--- config.mk ---
export PLATFORM = sky130hd
export DESIGN_NAME = ltrx_settings_regs
export DESIGN_NICKNAME = d
export VERILOG_FILES = /design/src/rtl/ltrx_pkg.sv /design/src/rtl/ltrx_settings_regs.sv /design/src/rtl/ltrx_upd_delay.sv
export VERILOG_INCLUDE_DIRS = /design/src /design/src/rtl
export SDC_FILE = /design/constraint.sdc
export NUM_CORES = 1
export LEC_CHECK = 0
export BUFFER_PORTS_ARGS = -buffer_cell sky130_fd_sc_hd__buf_2
export CAP_MARGIN = 20
export CORE_UTILIZATION = 55
export DETAILED_ROUTE_END_ITERATION = 8
export PLACE_DENSITY = 0.69
export SYNTH_ARGS = -nofsm -noshare
export SYNTH_HDL_FRONTEND = slang
export SYNTH_HIERARCHICAL = 1
export SYNTH_SLANG_ARGS = --single-unit
--- constraint.sdc ---
create_clock -name sys_clk_i -period 4.1 [get_ports sys_clk_i]
set_input_delay 0.82 -clock sys_clk_i [delete_from_list [all_inputs] [get_ports sys_clk_i]]
set_output_delay 0.82 -clock sys_clk_i [all_outputs]
set_load 0.05 [all_outputs]
--- src/rtl/ltrx_consts.svh ---
// constants for the link switch receiver/transmitter settings registers
// assumes a 10 MHz system clock and byte-wide register offsets
`ifndef LTRX_CONSTS_SVH
`define LTRX_CONSTS_SVH

// ----------------------------------------------------------------------
// clock and timing
// ----------------------------------------------------------------------
`define LTRX_CLK_HZ 10000000
`define LTRX_TERM_PULSE_MS 100
`define LTRX_UPD_DLY_CYC 16'h0040

// ----------------------------------------------------------------------
// register offsets
// ----------------------------------------------------------------------
`define LTRX_ADDR_RX_SET 8'h10
`define LTRX_ADDR_PULSE_SEL 8'h11
`define LTRX_ADDR_EQ_LVL 8'h13
`define LTRX_ADDR_TX_SET 8'h20

// ----------------------------------------------------------------------
// reset values
// ----------------------------------------------------------------------
`define LTRX_RST_RX_SET 8'h01
`define LTRX_RST_PULSE_SEL 8'h00
`define LTRX_RST_EQ_LVL 8'h00
`define LTRX_RST_TX_SET 8'h03

// ----------------------------------------------------------------------
// field positions
// ----------------------------------------------------------------------
`define LTRX_RX_TERM_BIT 0
`define LTRX_TX_CUR_BIT 0
`define LTRX_TX_TERM_BIT 1
`define LTRX_OUTPUT_PREEMPH_LEVEL_LSB 2
`define LTRX_OUTPUT_PREEMPH_LEVEL_MSB 3
`define LTRX_CH_PER_IN 4
`define LTRX_RD_ZERO 8'h00

`endif

--- src/rtl/ltrx_pkg.sv ---
// types shared by the settings register logic
// assumes nothing beyond the constants header
package ltrx_pkg;

  typedef logic [7:0] ltrx_byte_t;

  // output pre-emphasis: 0, 2, 4 and 6 dB in code order
  typedef enum logic [1:0] {
    LTRX_PE_0DB,
    LTRX_PE_2DB,
    LTRX_PE_4DB,
    LTRX_PE_6DB
  } ltrx_preemph_t;

endpackage : ltrx_pkg

--- src/rtl/ltrx_settings_regs.sv ---
// receiver and transmitter settings registers of a 2:1 link switch
// assumes the serial slave front end hands over byte reads and writes
// as one-cycle strobes, and that the source select comes from the
// device-mode register logic (input A after reset)
`include "ltrx_consts.svh"

module ltrx_settings_regs
  import ltrx_pkg::*;
#(
  parameter int TERM_PULSE_CYC =
    (`LTRX_CLK_HZ / 1000) * `LTRX_TERM_PULSE_MS,
  parameter logic [15:0] UPD_DLY_CYC = `LTRX_UPD_DLY_CYC
) (
  input wire logic sys_clk_i,
  input wire logic nrst_i,
  input wire logic clk_en_i,
  input wire logic reg_wr_i,
  input wire logic reg_rd_i,
  input wire ltrx_byte_t reg_addr_i,
  input wire ltrx_byte_t reg_wdata_i,
  input wire logic hs_src_sel_i,
  output ltrx_byte_t reg_rdata_o,
  output logic [3:0] in_a_term_en_o,
  output logic [3:0] in_b_term_en_o,
  output logic [3:0] in_a_eq_high_o,
  output logic [3:0] in_b_eq_high_o,
  output ltrx_preemph_t output_preemph_level_o,
  output logic output_term_enable_o,
  output logic output_drive_current_o,
  output logic term_pulse_active_o
);

  localparam int PCW = $clog2(TERM_PULSE_CYC + 1);
  localparam logic [PCW-1:0] PULSE_LOAD = PCW'(TERM_PULSE_CYC);

  // ----------------------------------------------------------------------
  // address decode
  // ----------------------------------------------------------------------
  wire sel_rx = (reg_addr_i == `LTRX_ADDR_RX_SET);
  wire sel_pt = (reg_addr_i == `LTRX_ADDR_PULSE_SEL);
  wire sel_eq = (reg_addr_i == `LTRX_ADDR_EQ_LVL);
  wire sel_tx = (reg_addr_i == `LTRX_ADDR_TX_SET);

  ltrx_byte_t rx_sh, pt_sh, eq_sh, tx_sh;
  ltrx_byte_t rx_app, pt_app, eq_app, tx_app;

  // ----------------------------------------------------------------------
  // registers with update windows
  // ----------------------------------------------------------------------
  ltrx_upd_delay #(.RST_VAL(`LTRX_RST_RX_SET), .DLY_CYC(UPD_DLY_CYC))
    u_rx_set (
    .sys_clk_i(sys_clk_i),
    .nrst_i(nrst_i),
    .clk_en_i(clk_en_i),
    .wr_i(reg_wr_i && sel_rx),
    .wdata_i(reg_wdata_i),
    .shadow_o(rx_sh),
    .applied_o(rx_app),
    .busy_o()
  );

  ltrx_upd_delay #(.RST_VAL(`LTRX_RST_PULSE_SEL), .DLY_CYC(UPD_DLY_CYC))
    u_pulse_sel (
    .sys_clk_i(sys_clk_i),
    .nrst_i(nrst_i),
    .clk_en_i(clk_en_i),
    .wr_i(reg_wr_i && sel_pt),
    .wdata_i(reg_wdata_i),
    .shadow_o(pt_sh),
    .applied_o(pt_app),
    .busy_o()
  );

  ltrx_upd_delay #(.RST_VAL(`LTRX_RST_EQ_LVL), .DLY_CYC(UPD_DLY_CYC))
    u_eq_lvl (
    .sys_clk_i(sys_clk_i),
    .nrst_i(nrst_i),
    .clk_en_i(clk_en_i),
    .wr_i(reg_wr_i && sel_eq),
    .wdata_i(reg_wdata_i),
    .shadow_o(eq_sh),
    .applied_o(eq_app),
    .busy_o()
  );

  ltrx_upd_delay #(.RST_VAL(`LTRX_RST_TX_SET), .DLY_CYC(UPD_DLY_CYC))
    u_tx_set (
    .sys_clk_i(sys_clk_i),
    .nrst_i(nrst_i),
    .clk_en_i(clk_en_i),
    .wr_i(reg_wr_i && sel_tx),
    .wdata_i(reg_wdata_i),
    .shadow_o(tx_sh),
    .applied_o(tx_app),
    .busy_o()
  );

  // ----------------------------------------------------------------------
  // termination pulse timer
  // ----------------------------------------------------------------------
  logic src_prev_r;
  logic [PCW-1:0] pulse_cnt_r;
  logic [PCW-1:0] pulse_cnt_nxt;
  wire src_chg = (hs_src_sel_i != src_prev_r);
  wire pulse_on = (pulse_cnt_r != '0);

  // a new switch during a pulse reloads the full period
  assign pulse_cnt_nxt = src_chg ? PULSE_LOAD :
                         pulse_on ? pulse_cnt_r - PCW'(1) : '0;

  always_ff @(posedge sys_clk_i or negedge nrst_i) begin
    if (!nrst_i) begin
      src_prev_r <= 1'b0;
      pulse_cnt_r <= '0;
    end else if (clk_en_i) begin
      src_prev_r <= hs_src_sel_i;
      pulse_cnt_r <= pulse_cnt_nxt;
    end
  end

  // ----------------------------------------------------------------------
  // per-channel termination and equalizer selects
  // ----------------------------------------------------------------------
  wire rx_term = rx_app[`LTRX_RX_TERM_BIT];
  logic [3:0] term_a_nxt, term_b_nxt, eq_a_nxt, eq_b_nxt;

  for (genvar k = 0; k < `LTRX_CH_PER_IN; k++) begin : g_ch
    // input B channels run in reverse bit order from bit 7 down
    assign term_a_nxt[k] =
      rx_term && !(pulse_on && pt_app[k]);
    assign term_b_nxt[k] =
      rx_term && !(pulse_on && pt_app[7-k]);
    assign eq_a_nxt[k] = eq_app[k];
    assign eq_b_nxt[k] = eq_app[7-k];
  end

  ltrx_byte_t rdata_nxt;
  assign rdata_nxt = sel_rx ? rx_sh :
                     sel_pt ? pt_sh :
                     sel_eq ? eq_sh :
                     sel_tx ? tx_sh : `LTRX_RD_ZERO;

  // ----------------------------------------------------------------------
  // output registers
  // ----------------------------------------------------------------------
  always_ff @(posedge sys_clk_i or negedge nrst_i) begin
    if (!nrst_i) begin
      reg_rdata_o <= `LTRX_RD_ZERO;
      in_a_term_en_o <= 4'hF;
      in_b_term_en_o <= 4'hF;
      in_a_eq_high_o <= 4'h0;
      in_b_eq_high_o <= 4'h0;
      output_preemph_level_o <= LTRX_PE_0DB;
      output_term_enable_o <= 1'b1;
      output_drive_current_o <= 1'b1;
      term_pulse_active_o <= 1'b0;
    end else if (clk_en_i) begin
      if (reg_rd_i) begin
        reg_rdata_o <= rdata_nxt;
      end
      in_a_term_en_o <= term_a_nxt;
      in_b_term_en_o <= term_b_nxt;
      in_a_eq_high_o <= eq_a_nxt;
      in_b_eq_high_o <= eq_b_nxt;
      output_preemph_level_o <=
        ltrx_preemph_t'(tx_app[`LTRX_OUTPUT_PREEMPH_LEVEL_MSB:`LTRX_OUTPUT_PREEMPH_LEVEL_LSB]);
      output_term_enable_o <= tx_app[`LTRX_TX_TERM_BIT];
      output_drive_current_o <= tx_app[`LTRX_TX_CUR_BIT];
      term_pulse_active_o <= pulse_on;
    end
  end

  // ----------------------------------------------------------------------
  // checks
  // ----------------------------------------------------------------------
  logic first_r;
  always_ff @(posedge sys_clk_i or negedge nrst_i) begin
    if (!nrst_i) begin
      first_r <= 1'b1;
    end else begin
      first_r <= 1'b0;
    end
  end

  a_reset_dflt: assert property (
    @(posedge sys_clk_i) disable iff (!nrst_i)
    first_r |-> in_a_term_en_o == 4'hF && in_b_term_en_o == 4'hF &&
      in_a_eq_high_o == 4'h0 && in_b_eq_high_o == 4'h0 &&
      output_preemph_level_o == LTRX_PE_0DB && output_term_enable_o &&
      output_drive_current_o)
    else $error("outputs not at default state after reset");

  a_term_off: assert property (
    @(posedge sys_clk_i) disable iff (!nrst_i)
    (clk_en_i && !rx_term) |=> in_a_term_en_o == 4'h0 && in_b_term_en_o == 4'h0)
    else $error("input termination on while disabled");

  a_pulse_load: assert property (
    @(posedge sys_clk_i) disable iff (!nrst_i)
    (clk_en_i && src_chg) |=> pulse_cnt_r == PULSE_LOAD ##1
      (pulse_cnt_r == PULSE_LOAD - PCW'(1) || !$past(clk_en_i) ||
       $past(src_chg)))
    else $error("pulse timer not loaded on source change");

  a_term_pulsed: assert property (
    @(posedge sys_clk_i) disable iff (!nrst_i)
    (clk_en_i && rx_term && pulse_on && pt_app[0] && pt_app[7])
      |=> !in_a_term_en_o[0] && !in_b_term_en_o[0])
    else $error("selected channel not disconnected during pulse");

  a_term_kept: assert property (
    @(posedge sys_clk_i) disable iff (!nrst_i)
    (clk_en_i && rx_term && !pt_app[3] && !pt_app[4])
      |=> in_a_term_en_o[3] && in_b_term_en_o[3])
    else $error("unselected channel lost termination");

  a_eq_map: assert property (
    @(posedge sys_clk_i) disable iff (!nrst_i)
    clk_en_i |=> in_a_eq_high_o == $past(eq_app[3:0]) &&
      in_b_eq_high_o == {$past(eq_app[4]), $past(eq_app[5]),
                         $past(eq_app[6]), $past(eq_app[7])})
    else $error("equalizer bit mapping wrong");

  a_preemph: assert property (
    @(posedge sys_clk_i) disable iff (!nrst_i)
    clk_en_i |=> output_preemph_level_o == $past(tx_app[3:2]))
    else $error("pre-emphasis level not taken from the field");

  a_out_term: assert property (
    @(posedge sys_clk_i) disable iff (!nrst_i)
    (clk_en_i && tx_app[1] != output_term_enable_o)
      |=> $changed(output_term_enable_o))
    else $error("output termination did not follow its bit");

  a_drive_cur: assert property (
    @(posedge sys_clk_i) disable iff (!nrst_i)
    clk_en_i |=> output_drive_current_o == $past(tx_app[0]))
    else $error("drive current did not follow its bit");

  a_freeze: assert property (@(posedge sys_clk_i) disable iff (!nrst_i)
    !clk_en_i |=> $stable(pulse_cnt_r) && $stable(in_a_term_en_o))
    else $error("state moved while clock enable low");

endmodule : ltrx_settings_regs

--- src/rtl/ltrx_upd_delay.sv ---
// one register with its physical update delay window
// assumes writes arrive as one-cycle strobes in the sys_clk_i domain
`include "ltrx_consts.svh"

module ltrx_upd_delay
  import ltrx_pkg::*;
#(
  parameter ltrx_byte_t RST_VAL = 8'h00,
  parameter logic [15:0] DLY_CYC = `LTRX_UPD_DLY_CYC
) (
  input wire logic sys_clk_i,
  input wire logic nrst_i,
  input wire logic clk_en_i,
  input wire logic wr_i,
  input wire ltrx_byte_t wdata_i,
  output ltrx_byte_t shadow_o,
  output ltrx_byte_t applied_o,
  output logic busy_o
);

  ltrx_byte_t shadow_r;
  ltrx_byte_t applied_r;
  logic [15:0] cnt_r;
  logic [15:0] cnt_nxt;
  ltrx_byte_t applied_nxt;
  ltrx_byte_t pend;
  wire busy = (cnt_r != 16'h0000);
  wire win_end = (cnt_r == 16'h0001);

  // ----------------------------------------------------------------------
  // window control
  // ----------------------------------------------------------------------
  // a write in the last window cycle still wins over the stored value
  assign pend = wr_i ? wdata_i : shadow_r;
  assign applied_nxt = (wr_i && !busy) ? wdata_i :
                       win_end ? pend : applied_r;
  assign cnt_nxt = (wr_i && !busy) ? DLY_CYC :
                   busy ? cnt_r - 16'h0001 : 16'h0000;

  always_ff @(posedge sys_clk_i or negedge nrst_i) begin
    if (!nrst_i) begin
      shadow_r <= RST_VAL;
      applied_r <= RST_VAL;
      cnt_r <= 16'h0000;
    end else if (clk_en_i) begin
      if (wr_i) begin
        shadow_r <= wdata_i;
      end
      applied_r <= applied_nxt;
      cnt_r <= cnt_nxt;
    end
  end

  assign shadow_o = shadow_r;
  assign applied_o = applied_r;
  assign busy_o = busy;

  // ----------------------------------------------------------------------
  // checks
  // ----------------------------------------------------------------------
  a_upd_hold: assert property (
    @(posedge sys_clk_i) disable iff (!nrst_i)
    (clk_en_i && wr_i && busy && !win_end) |=> applied_r == $past(applied_r))
    else $error("write inside the delay window applied early");

  a_upd_now: assert property (
    @(posedge sys_clk_i) disable iff (!nrst_i)
    (clk_en_i && wr_i && !busy) |=> applied_r == $past(wdata_i) && busy)
    else $error("write after the window not applied at once");

  a_upd_last: assert property (
    @(posedge sys_clk_i) disable iff (!nrst_i)
    (clk_en_i && win_end) |=> applied_r == $past(pend) && !busy)
    else $error("window end did not apply the last written value");

endmodule : ltrx_upd_delay

* Yosys cells after proc, flatten, opt, wreduce, memory -nomap -nowiden
Cells that the tools add are included.
W data, S select, Z words.
** Storage, ports and cells
- Register bits :: 167
- Input port bits :: 22
- Output and inout port bits :: 29
** Cells by class
- $add $sub $neg :: 5
- Eq/ne operators :: 9
- Mux-type cells :: 26
- Reduce and logical (&&, ||, !) cells :: 50
** Operators by type and width (count)
- $mux W16 :: 8
- $mux W8 :: 12
- $eq A16 B1 Y1 const B :: 4
- $reduce_bool A16 Y1 :: 4
- $sub A16 B1 Y16 const B :: 4
- $mux W20 :: 2
- $eq A8 B5 Y1 const B :: 3
- $logic_and A1 B1 Y1 :: 24
- $reduce_bool A20 Y1 :: 1
- $sub A20 B1 Y20 const B :: 1
- $logic_not A1 Y1 :: 12
- $reduce_and A2 Y1 :: 5
- $eq A8 B6 Y1 const B :: 1
- $mux W4 :: 2
- $reduce_bool A2 Y1 :: 4
- $mux W1 :: 2
- $ne A1 B1 Y1 :: 1

* Depth between registers and ports, before layout
Gate-level depths: netlist of run 1.
- Depth after elaboration :: 5
- Gate-level depth with buffers :: 10
- Gate-level depth less buffers :: 7

* Modules after synthesis
The synthesis of run 1 kept the hierarchy.
** Modules (own cells, without submodules)
- ltrx_upd_delay (u_eq_lvl ...) :: instances 2, cells each 133, area an instance 1575.3 um^2, sequential area each 800.8 um^2
- ltrx_settings_regs :: instances 1, cells each 278, area an instance 2790.2 um^2, sequential area each 1263.7 um^2
- ltrx_upd_delay (u_tx_set) :: instances 1, cells each 129, area an instance 1587.8 um^2, sequential area each 805.8 um^2
- ltrx_upd_delay (u_rx_set) :: instances 1, cells each 129, area an instance 1585.3 um^2, sequential area each 803.3 um^2

* Least setup slack after synthesis of run 1
OpenSTA, ideal clock, no wires.
- Kind :: input to register
- Start point :: input port reg_addr_i[3]
- End point :: register, netlist name u_rx_set/applied_o[1]
- Arrival time :: 2.856 ns
- Required time :: 3.975 ns
- Setup slack :: 1.119 ns
- Stages :: 7
- Cell sequence :: nor4_4 > nand3_1 > nor2_1 > clkbuf_1 > a21oi_1 > nor4b_4 > mux2_2
** RTL lines
- start, declared :: line ltrx_settings_regs.sv:19 : input wire ltrx_byte_t reg_addr_i,

* Worst setup path after layout of run 1
- Start point :: input port reg_addr_i[3]
- End point :: register u_eq_lvl.applied_r[1] (netlist: u_eq_lvl/applied_o[1])
** On the way
- Cells in the longest elaborated chain, start to end :: 5
** Ends and longest elaborated chain
- $eq A8 B5 Y1 (no line) *
- $logic_and A1 B1 Y1 * :: line ltrx_settings_regs.sv:79 : .wr_i(reg_wr_i && sel_eq),
- $mux W8 / $logic_and A1 B1 Y1 (equally long branches) :: line ltrx_upd_delay.sv:34, ltrx_upd_delay.sv:35
- $mux W8 / $reduce_bool A2 Y1 (equally long branches)
- $mux W8 / $reduce_and A2 Y1 (equally long branches)
- end signal, assigned :: line ltrx_upd_delay.sv:49 : applied_r <= applied_nxt;
- end, declared :: line ltrx_upd_delay.sv:22 : ltrx_byte_t applied_r;
Mark *: on every way between the ends. The rest lies on a longest branch, timed or not. The select of a mux whose other input is x is not followed.
A chain may end at the register's enable or synchronous reset.

==> results of run 1 <==
## through the flow
step	hold slack [ps]	setup WS [ps]	total power [mW]
finish	408.7	1210	5.471
global route	466.7	1001	5.781
CTS	430.7	1227	5.490
floorplan	451.2	1163	3.450
global placement	475.7	911.5	3.747
detailed placement	475.4	780.4	3.826
## layer usage
metal	routed length [microns]	part of all wire	track usage	vias up
met1	8550	0.45	0.3286	3234
met2	9235	0.49	0.4056	176
li1	-	-	-	2943
met4	283	0.015	0.07843	0
met5	0	0	0	-
met3	796	0.042	0.05779	28
## flip-flops by register name, summed over array words and instances (netlist names), 8 cells and up
signal and cells:
u_tx_set/cnt_r 16, u_tx_set/shadow_o 8, u_pulse_sel/applied_o 8, u_rx_set/cnt_r 16, reg_rdata_o 8, pulse_cnt_r 20
u_eq_lvl/cnt_r 16, u_pulse_sel/shadow_o 8, u_rx_set/shadow_o 8, u_eq_lvl/shadow_o 8, u_eq_lvl/applied_o 8, u_pulse_sel/cnt_r 16
## power by group through the flow
| stage | Sequential, mW | Clock, mW | Combinational (mW) |
|---|---|---|---|
| final | 2.46 | 1.64 | 1.37 |
| after global routing | 2.52 | 1.74 | 1.53 |
| after CTS | 2.45 | 1.68 | 1.37 |
| after detailed placement | 2.47 | 0 | 1.35 |
| after global placement | 2.44 | 0 | 1.31 |
| after floorplan | 2.41 | 0 | 1.04 |
## how the worst max path moves through the flow
stage                     slack (ps)     startpoint  cells past startpoint                  endpoint
after floorplan                 1160  reg_addr_i[3]                     10  u_pulse_sel/applied_o[0]
after global placement           910  reg_addr_i[3]                      8  u_pulse_sel/applied_o[0]
after detailed placement         780  reg_addr_i[3]                      8     u_eq_lvl/applied_o[6]
after CTS                       1230  reg_addr_i[3]                      8     u_eq_lvl/applied_o[1]
after global routing            1000  reg_addr_i[3]                      8     u_eq_lvl/applied_o[1]
final                           1210  reg_addr_i[3]                      8     u_eq_lvl/applied_o[1]
## final cells by class
class | instances | share of cell area
Timing Repair Buffer | 56 | 0.03277
Tap cell | 188 | 0.02454
Multi-Input combinational cell | 547 | 0.4338
Inverter | 21 | 0.008225
Clock buffer | 18 | 0.04478
Sequential cell | 167 | 0.4381
Clock inverter | 14 | 0.01775
==> summary by stage, run 1 <==
Worst setup path
The worst setup path is launched from an input pin. Along the worst path, the maximum fanout reaches 10. The endpoint of the most critical register-to-register path is pulse_cnt_r[4]. The most frequent cell on the critical path is sky130_fd_sc_hd__and4_1. The register-to-register setup slack is 1510 ps. The cell family contributing the most delay on the critical path is simple AND/OR/NAND/NOR gates. The data arrival time of the worst path is 3200 ps. In this design, the stage delay of the slowest critical-path cell is 440 ps. The length in cells of the worst reg-to-reg path is 4. The critical path goes through buf_2, nor4_4, and4_1, and2_1, a21oi_1, nor2_1, and4_1, mux2_1. The critical path's slowest cell is sky130_fd_sc_hd__and4_1.

The reg-to-reg startpoint is pulse_cnt_r[7]. The critical path is of the in -> reg type. The data required time of the worst path is 4410 ps. Together, buffers and inverters on the worst path number 1. The nature of the critical path endpoint is a flop.

Global routing
The maximum number of pins on one net before global-route repair is 94. The total overflow reported by the global router is 0. The number of global-route vias before repair is 6203. The number of antenna violations at the first check in global routing came to 0. The first global-routing pass estimated 31.28 mm of wire. The global router's overall resource usage is 0.2479.

Placement
The detailed placement HPWL is 12.90 mm. The count of placed standard cells including taps is 979. Port buffering added 50 buffers.

At the end of routability-driven placement, the weighted congestion stood at 0.8565. The cell area after placement is 0.008985 sq mm.

Die
The height of the die is 127.0 microns. The total area inside the core boundary comes to 0.01520 sq mm. The floorplan step defined a die boundary enclosing 0.01612 sq mm. For this configuration, the core starts out at a cell density of 0.5651. For this design the top-level I/O count stands at 51. The row count is 45. The die width is 127.0 microns.

Finish
The most frequent standard cell in the layout excluding fill and tap cells is sky130_fd_sc_hd__dfrtp_1. The area of the multi-input gates is 0.004158 sq mm. The area of all placed cells without fillers is 0.009584 sq mm. The number of cells in the finished layout apart from fillers is 1011. The antenna diode count is 0. The net count of the finished layout is 842. The top cell types in the final layout, fill and taps aside, are 151 x sky130_fd_sc_hd__dfrtp_1, 79 x sky130_fd_sc_hd__mux2_2, 50 x sky130_fd_sc_hd__nor2_1. In the final layout, the share of cells above drive strength 1 is 0.2722. The layout has 1185 filler cells.

The final design utilization is 0.6305. Registers take 0.004199 sq mm. The signed area change from the synthesized netlist to the final layout is 11.56%.

STA
The share of the cycle needed by the critical path after routing is 0.7048. The final hold violation count was 0. Setup repair after global routing left no endpoint under its margin. For the pin with the worst max-slew slack, the measured transition is 706.3 ps.

The worst path needs 2890 ps of the cycle, external delays included. Headroom to the max-slew limit came out at 0.5291. The maximum frequency from static timing analysis is 0.3461 GHz. The final number of setup-violating endpoints is 0. After routing, the total negative slack on setup checks comes to 0 ps. The max-slew violation count is 0.

Between clock sinks in the finished design, the worst skew comes to 7.756 ps.

Status
The run finished with clean final reports.

CTS
Clock-pin slew was measured on the worst setup and hold paths at 60 ps. The clock tree buffer depth is 2. TritonCTS created 17 clock buffers.

The clock tree synthesis step divided the H-tree into 4 levels. TritonCTS built the clock tree. The post-CTS setup repair buffer count is 0. The buffer type at the clock tree root is sky130_fd_sc_hd__clkbuf_16. The number of instances resized during post-cts repair is 0. The clock latency on the worst-skew pair is 440 ps.

The number of hold buffers added after CTS was 0. The clock net sink count is 167.

Power
The internal portion of the total power is 3.524 mW. The net switching power is 1.947 mW. Of the total power, the share spent switching nets is 0.3559.

Dividing total power by cell area gives a power density of 570.8 mW/mm^2. The share of power burned in registers is 0.449. For this design the static power due to leakage is 4.266 nW. The clock power share is 0.301. The worst-case IR drop observed on VDD is 0.0003763 V.

The share of total power dissipated in combinational logic is 0.250.

Routing
In this run, the number of DRC markers left after iteration 0 of detailed routing was 582. The wire length reported by the detailed router is 18.87 mm. Once detail routing completed, the nets flagged for antenna violations numbered 0. After detailed routing, the number of remaining DRC violations is 0. Dividing the detail-routed via count by the number of cells gives 6.312. The routed layout has 6381 vias. The number of optimization iterations in the first detailed-route pass is 5.

The average routed wire per standard cell is 18.66 microns.

Yosys
Synthesis produced a netlist with a net count of 801. Yosys printed 6 warnings. The cell area after synthesis is 0.008591 sq mm. In this run the mean area of a mapped cell was 11.17 sq um. In the synthesized netlist, the number of instances is 769.

Min path
The worst hold path belongs to the class in -> async.

Job
Max-cap violations in this run came to 0.
Note: power is estimated with default switching activity, not from simulation.
==> inputs of run 2 (changes only) <==
Clock period 4.1 ns to 2.8 ns, I/O delays scaled along.
==> summary by stage, run 2 (synthesis results as in run 1) <==
Finish
The number of antenna diodes in the final layout is 0. The share of layout cells above drive strength 1 is 0.2787. The top cell types in the final layout, fill and taps aside, are 151 x sky130_fd_sc_hd__dfrtp_1, 79 x sky130_fd_sc_hd__mux2_2, 50 x sky130_fd_sc_hd__nor2_1. The area of the multi-input gates is 0.004158 sq mm.

The library cell used most frequently in the layout, excluding fill and tap cells, is sky130_fd_sc_hd__dfrtp_1. Compared with the post-synthesis result, the final layout area differs by 12.28%. The sequential cells in the finished layout cover a total of 0.004199 sq mm.

The register bank with the most flops is pulse_cnt_r. The count of nets after finishing is 855. The number of inserted filler cells in the final layout is 1178.

The flip-flop count of the largest register, all copies and words added is 20.

Global routing
The total overflow reported by the global router is 0. Across every metal layer, demand over resource in global routing totals 0.2508. The maximum number of pins on one net before global-route repair is 73. The first-pass GRT wire length is 31.92 mm. The number of global-route vias before repair is 6261. The number of antenna violations at the first check in global routing is 0.

Routing
The remaining antenna violation count after routing is 0. The number of design-rule violations left by the first detailed-router iteration is 434. For this block, the routed nets add up to 18.64 mm of wire. The first TritonRoute pass finished after 5 iterations.

In the routed layout, each cell is associated on average with a via count of 6.159. For this run, design rule violations remaining after detail routing come to 0. Summing over every cut layer, the via total after detailed routing is 6307. After detailed routing, the average wire length per cell comes to 18.20 microns.

CTS
The number of instances resized during post-cts repair is 0. The root buffer cell chosen for the clock tree is sky130_fd_sc_hd__clkbuf_16. The deepest level of the CTS H-tree is 4. The clock net sink count is 167. TritonCTS built the clock tree. The clock latency on the worst-skew pair is 420 ps.

After clock tree synthesis, the clock-pin slew on the worst setup and hold paths is 60 ps. Buffers inserted during clock tree synthesis total 17. The clock tree buffer depth is 2.

Buffers inserted to repair hold after CTS numbered 0. Buffers added to address setup during post-CTS repair amount to 0.

STA
The max-slew violation count is 0. Hold timing on the final database bottoms out at a slack of 153.2 ps. At the pin with the least slew margin, the transition time is 671.8 ps. Setup violations remaining at the end of the flow were counted as 0. The worst relative slew slack is 0.5522.

The clock period could shrink to 2389 ps. The final worst clock skew is 8.578 ps. For this run, the top clock speed supported by timing is 0.4186 GHz. The final hold violation count is 0. In the finished design, the share of the clock period the worst path needs comes to 0.8533.

Setup repair after global routing left no endpoint under its margin. Setup total negative slack on the finished layout was measured at 0 ps.

Status
The run finished with clean final reports.

Power
Of the total power, the clock network draws 0.284. The cell leakage power is 4.299 nW. The share of total power dissipated in combinational logic is 0.257. The share of total power dissipated in sequential elements is 0.460. Of the total power, the share spent switching nets is 0.3572. The net switching power is 2.791 mW.

The internal power is 5.023 mW. For this design the ratio of total power to cell area is 810.1 mW/mm^2. The peak ir drop on the vdd network is 0.0006189 V.

Worst setup path
The largest fanout on the critical path is 8. The data required time of the worst path is 3100 ps. The worst setup path is captured at a flop. The critical path in this run is classified as reg -> reg.

The data arrival time of the worst path is 2690 ps. The kind of launch point of the worst setup path is a flop.

Die
The die width is 127.0 microns. The row count is 45. The area of the die is 0.01612 sq mm. Pin placement for this block handled 51 I/O pins. For this configuration, the core starts out at a cell density of 0.5651.

After floorplanning, the core was sized to cover 0.01520 sq mm. The height of the die is 127.0 microns.

Min path
In this run the worst hold path is classified as in -> async.

Placement
During placement, the flow inserted port buffers numbering 50. The final estimated routing congestion in global placement is 0.8652. Detailed placement ended at an HPWL of 13.21 mm.

Job
The number of max-cap violations is 0.
run 2: through the flow:
| step | cells | area (sq um) | worst slack [ps] | total power, mW | utilization |
|---|---|---|---|---|---|
| 2_1_floorplan | 769 | 8591 | 122.5 | 5.052 | - |
| 3_3_place_gp | 992 | 9095 | 283.6 | 5.523 | 0.5983 |
| 3_5_place_dp | 992 | 9095 | 192.0 | 5.616 | 0.5983 |
| 4_1_cts | 1024 | 9646 | 394.6 | 7.855 | 0.6345 |
| 5_1_grt | 1024 | 9646 | 301.0 | 8.318 | 0.6345 |
| 6_report | 1024 | 9646 | 410.9 | 7.814 | 0.6345 |
run 2: area by class of cell:
type	instances	area share
tap	188	0.02439
clock buffer	23	0.04748
multi-input combinational	547	0.4311
clock inverter	9	0.009599
timing repair buffer	69	0.04397
sequential	167	0.4353
inverter	21	0.008172
run 2: worst max-delay path, cell delays in order, from the launching register on:
cell and delay [ps]:
sky130_fd_sc_hd__dfrtp_1 420, sky130_fd_sc_hd__or4_1 650, sky130_fd_sc_hd__nor2_1 330, sky130_fd_sc_hd__and4_1 490
sky130_fd_sc_hd__mux2_1 380
run 2: final timing paths:
| kind | slack (ps) | from | end | depth (start not counted) |
|---|---|---|---|---|
| min in group sys_clk_i | 400 | hs_src_sel_i | src_prev_r | 2 |
| worst min register to register | 480 | u_pulse_sel/applied_o[0] | u_pulse_sel/applied_o[0] | 1 |
| max in group asynchronous | 1870 | nrst_i | u_tx_set/shadow_o[1] | 2 |
| worst min-delay path | 150 | nrst_i | in_b_eq_high_o[2] | 1 |
| worst max register to register | 410 | u_pulse_sel/cnt_r[9] | u_pulse_sel/applied_o[3] | 4 |
| worst max-delay path | 410 | u_pulse_sel/cnt_r[9] | u_pulse_sel/applied_o[3] | 4 |
run 2: per-layer routing:
layer  share of wire  vias up  global-route usage
li1                -     2963                   -
met1            0.44     3152              0.3420
met2            0.49      170              0.4072
met3           0.051       22             0.05695
met4           0.013        0             0.06513
met5               0        -                   0
run 2: power by group through the flow:
stage	Combinational, mW	Clock, mW	Sequential [mW]
final	2.01	2.22	3.59
after global routing	2.26	2.37	3.69
after CTS	2.01	2.26	3.58
after detailed placement	1.99	0	3.62
after global placement	1.94	0	3.58
after floorplan	1.53	0	3.53
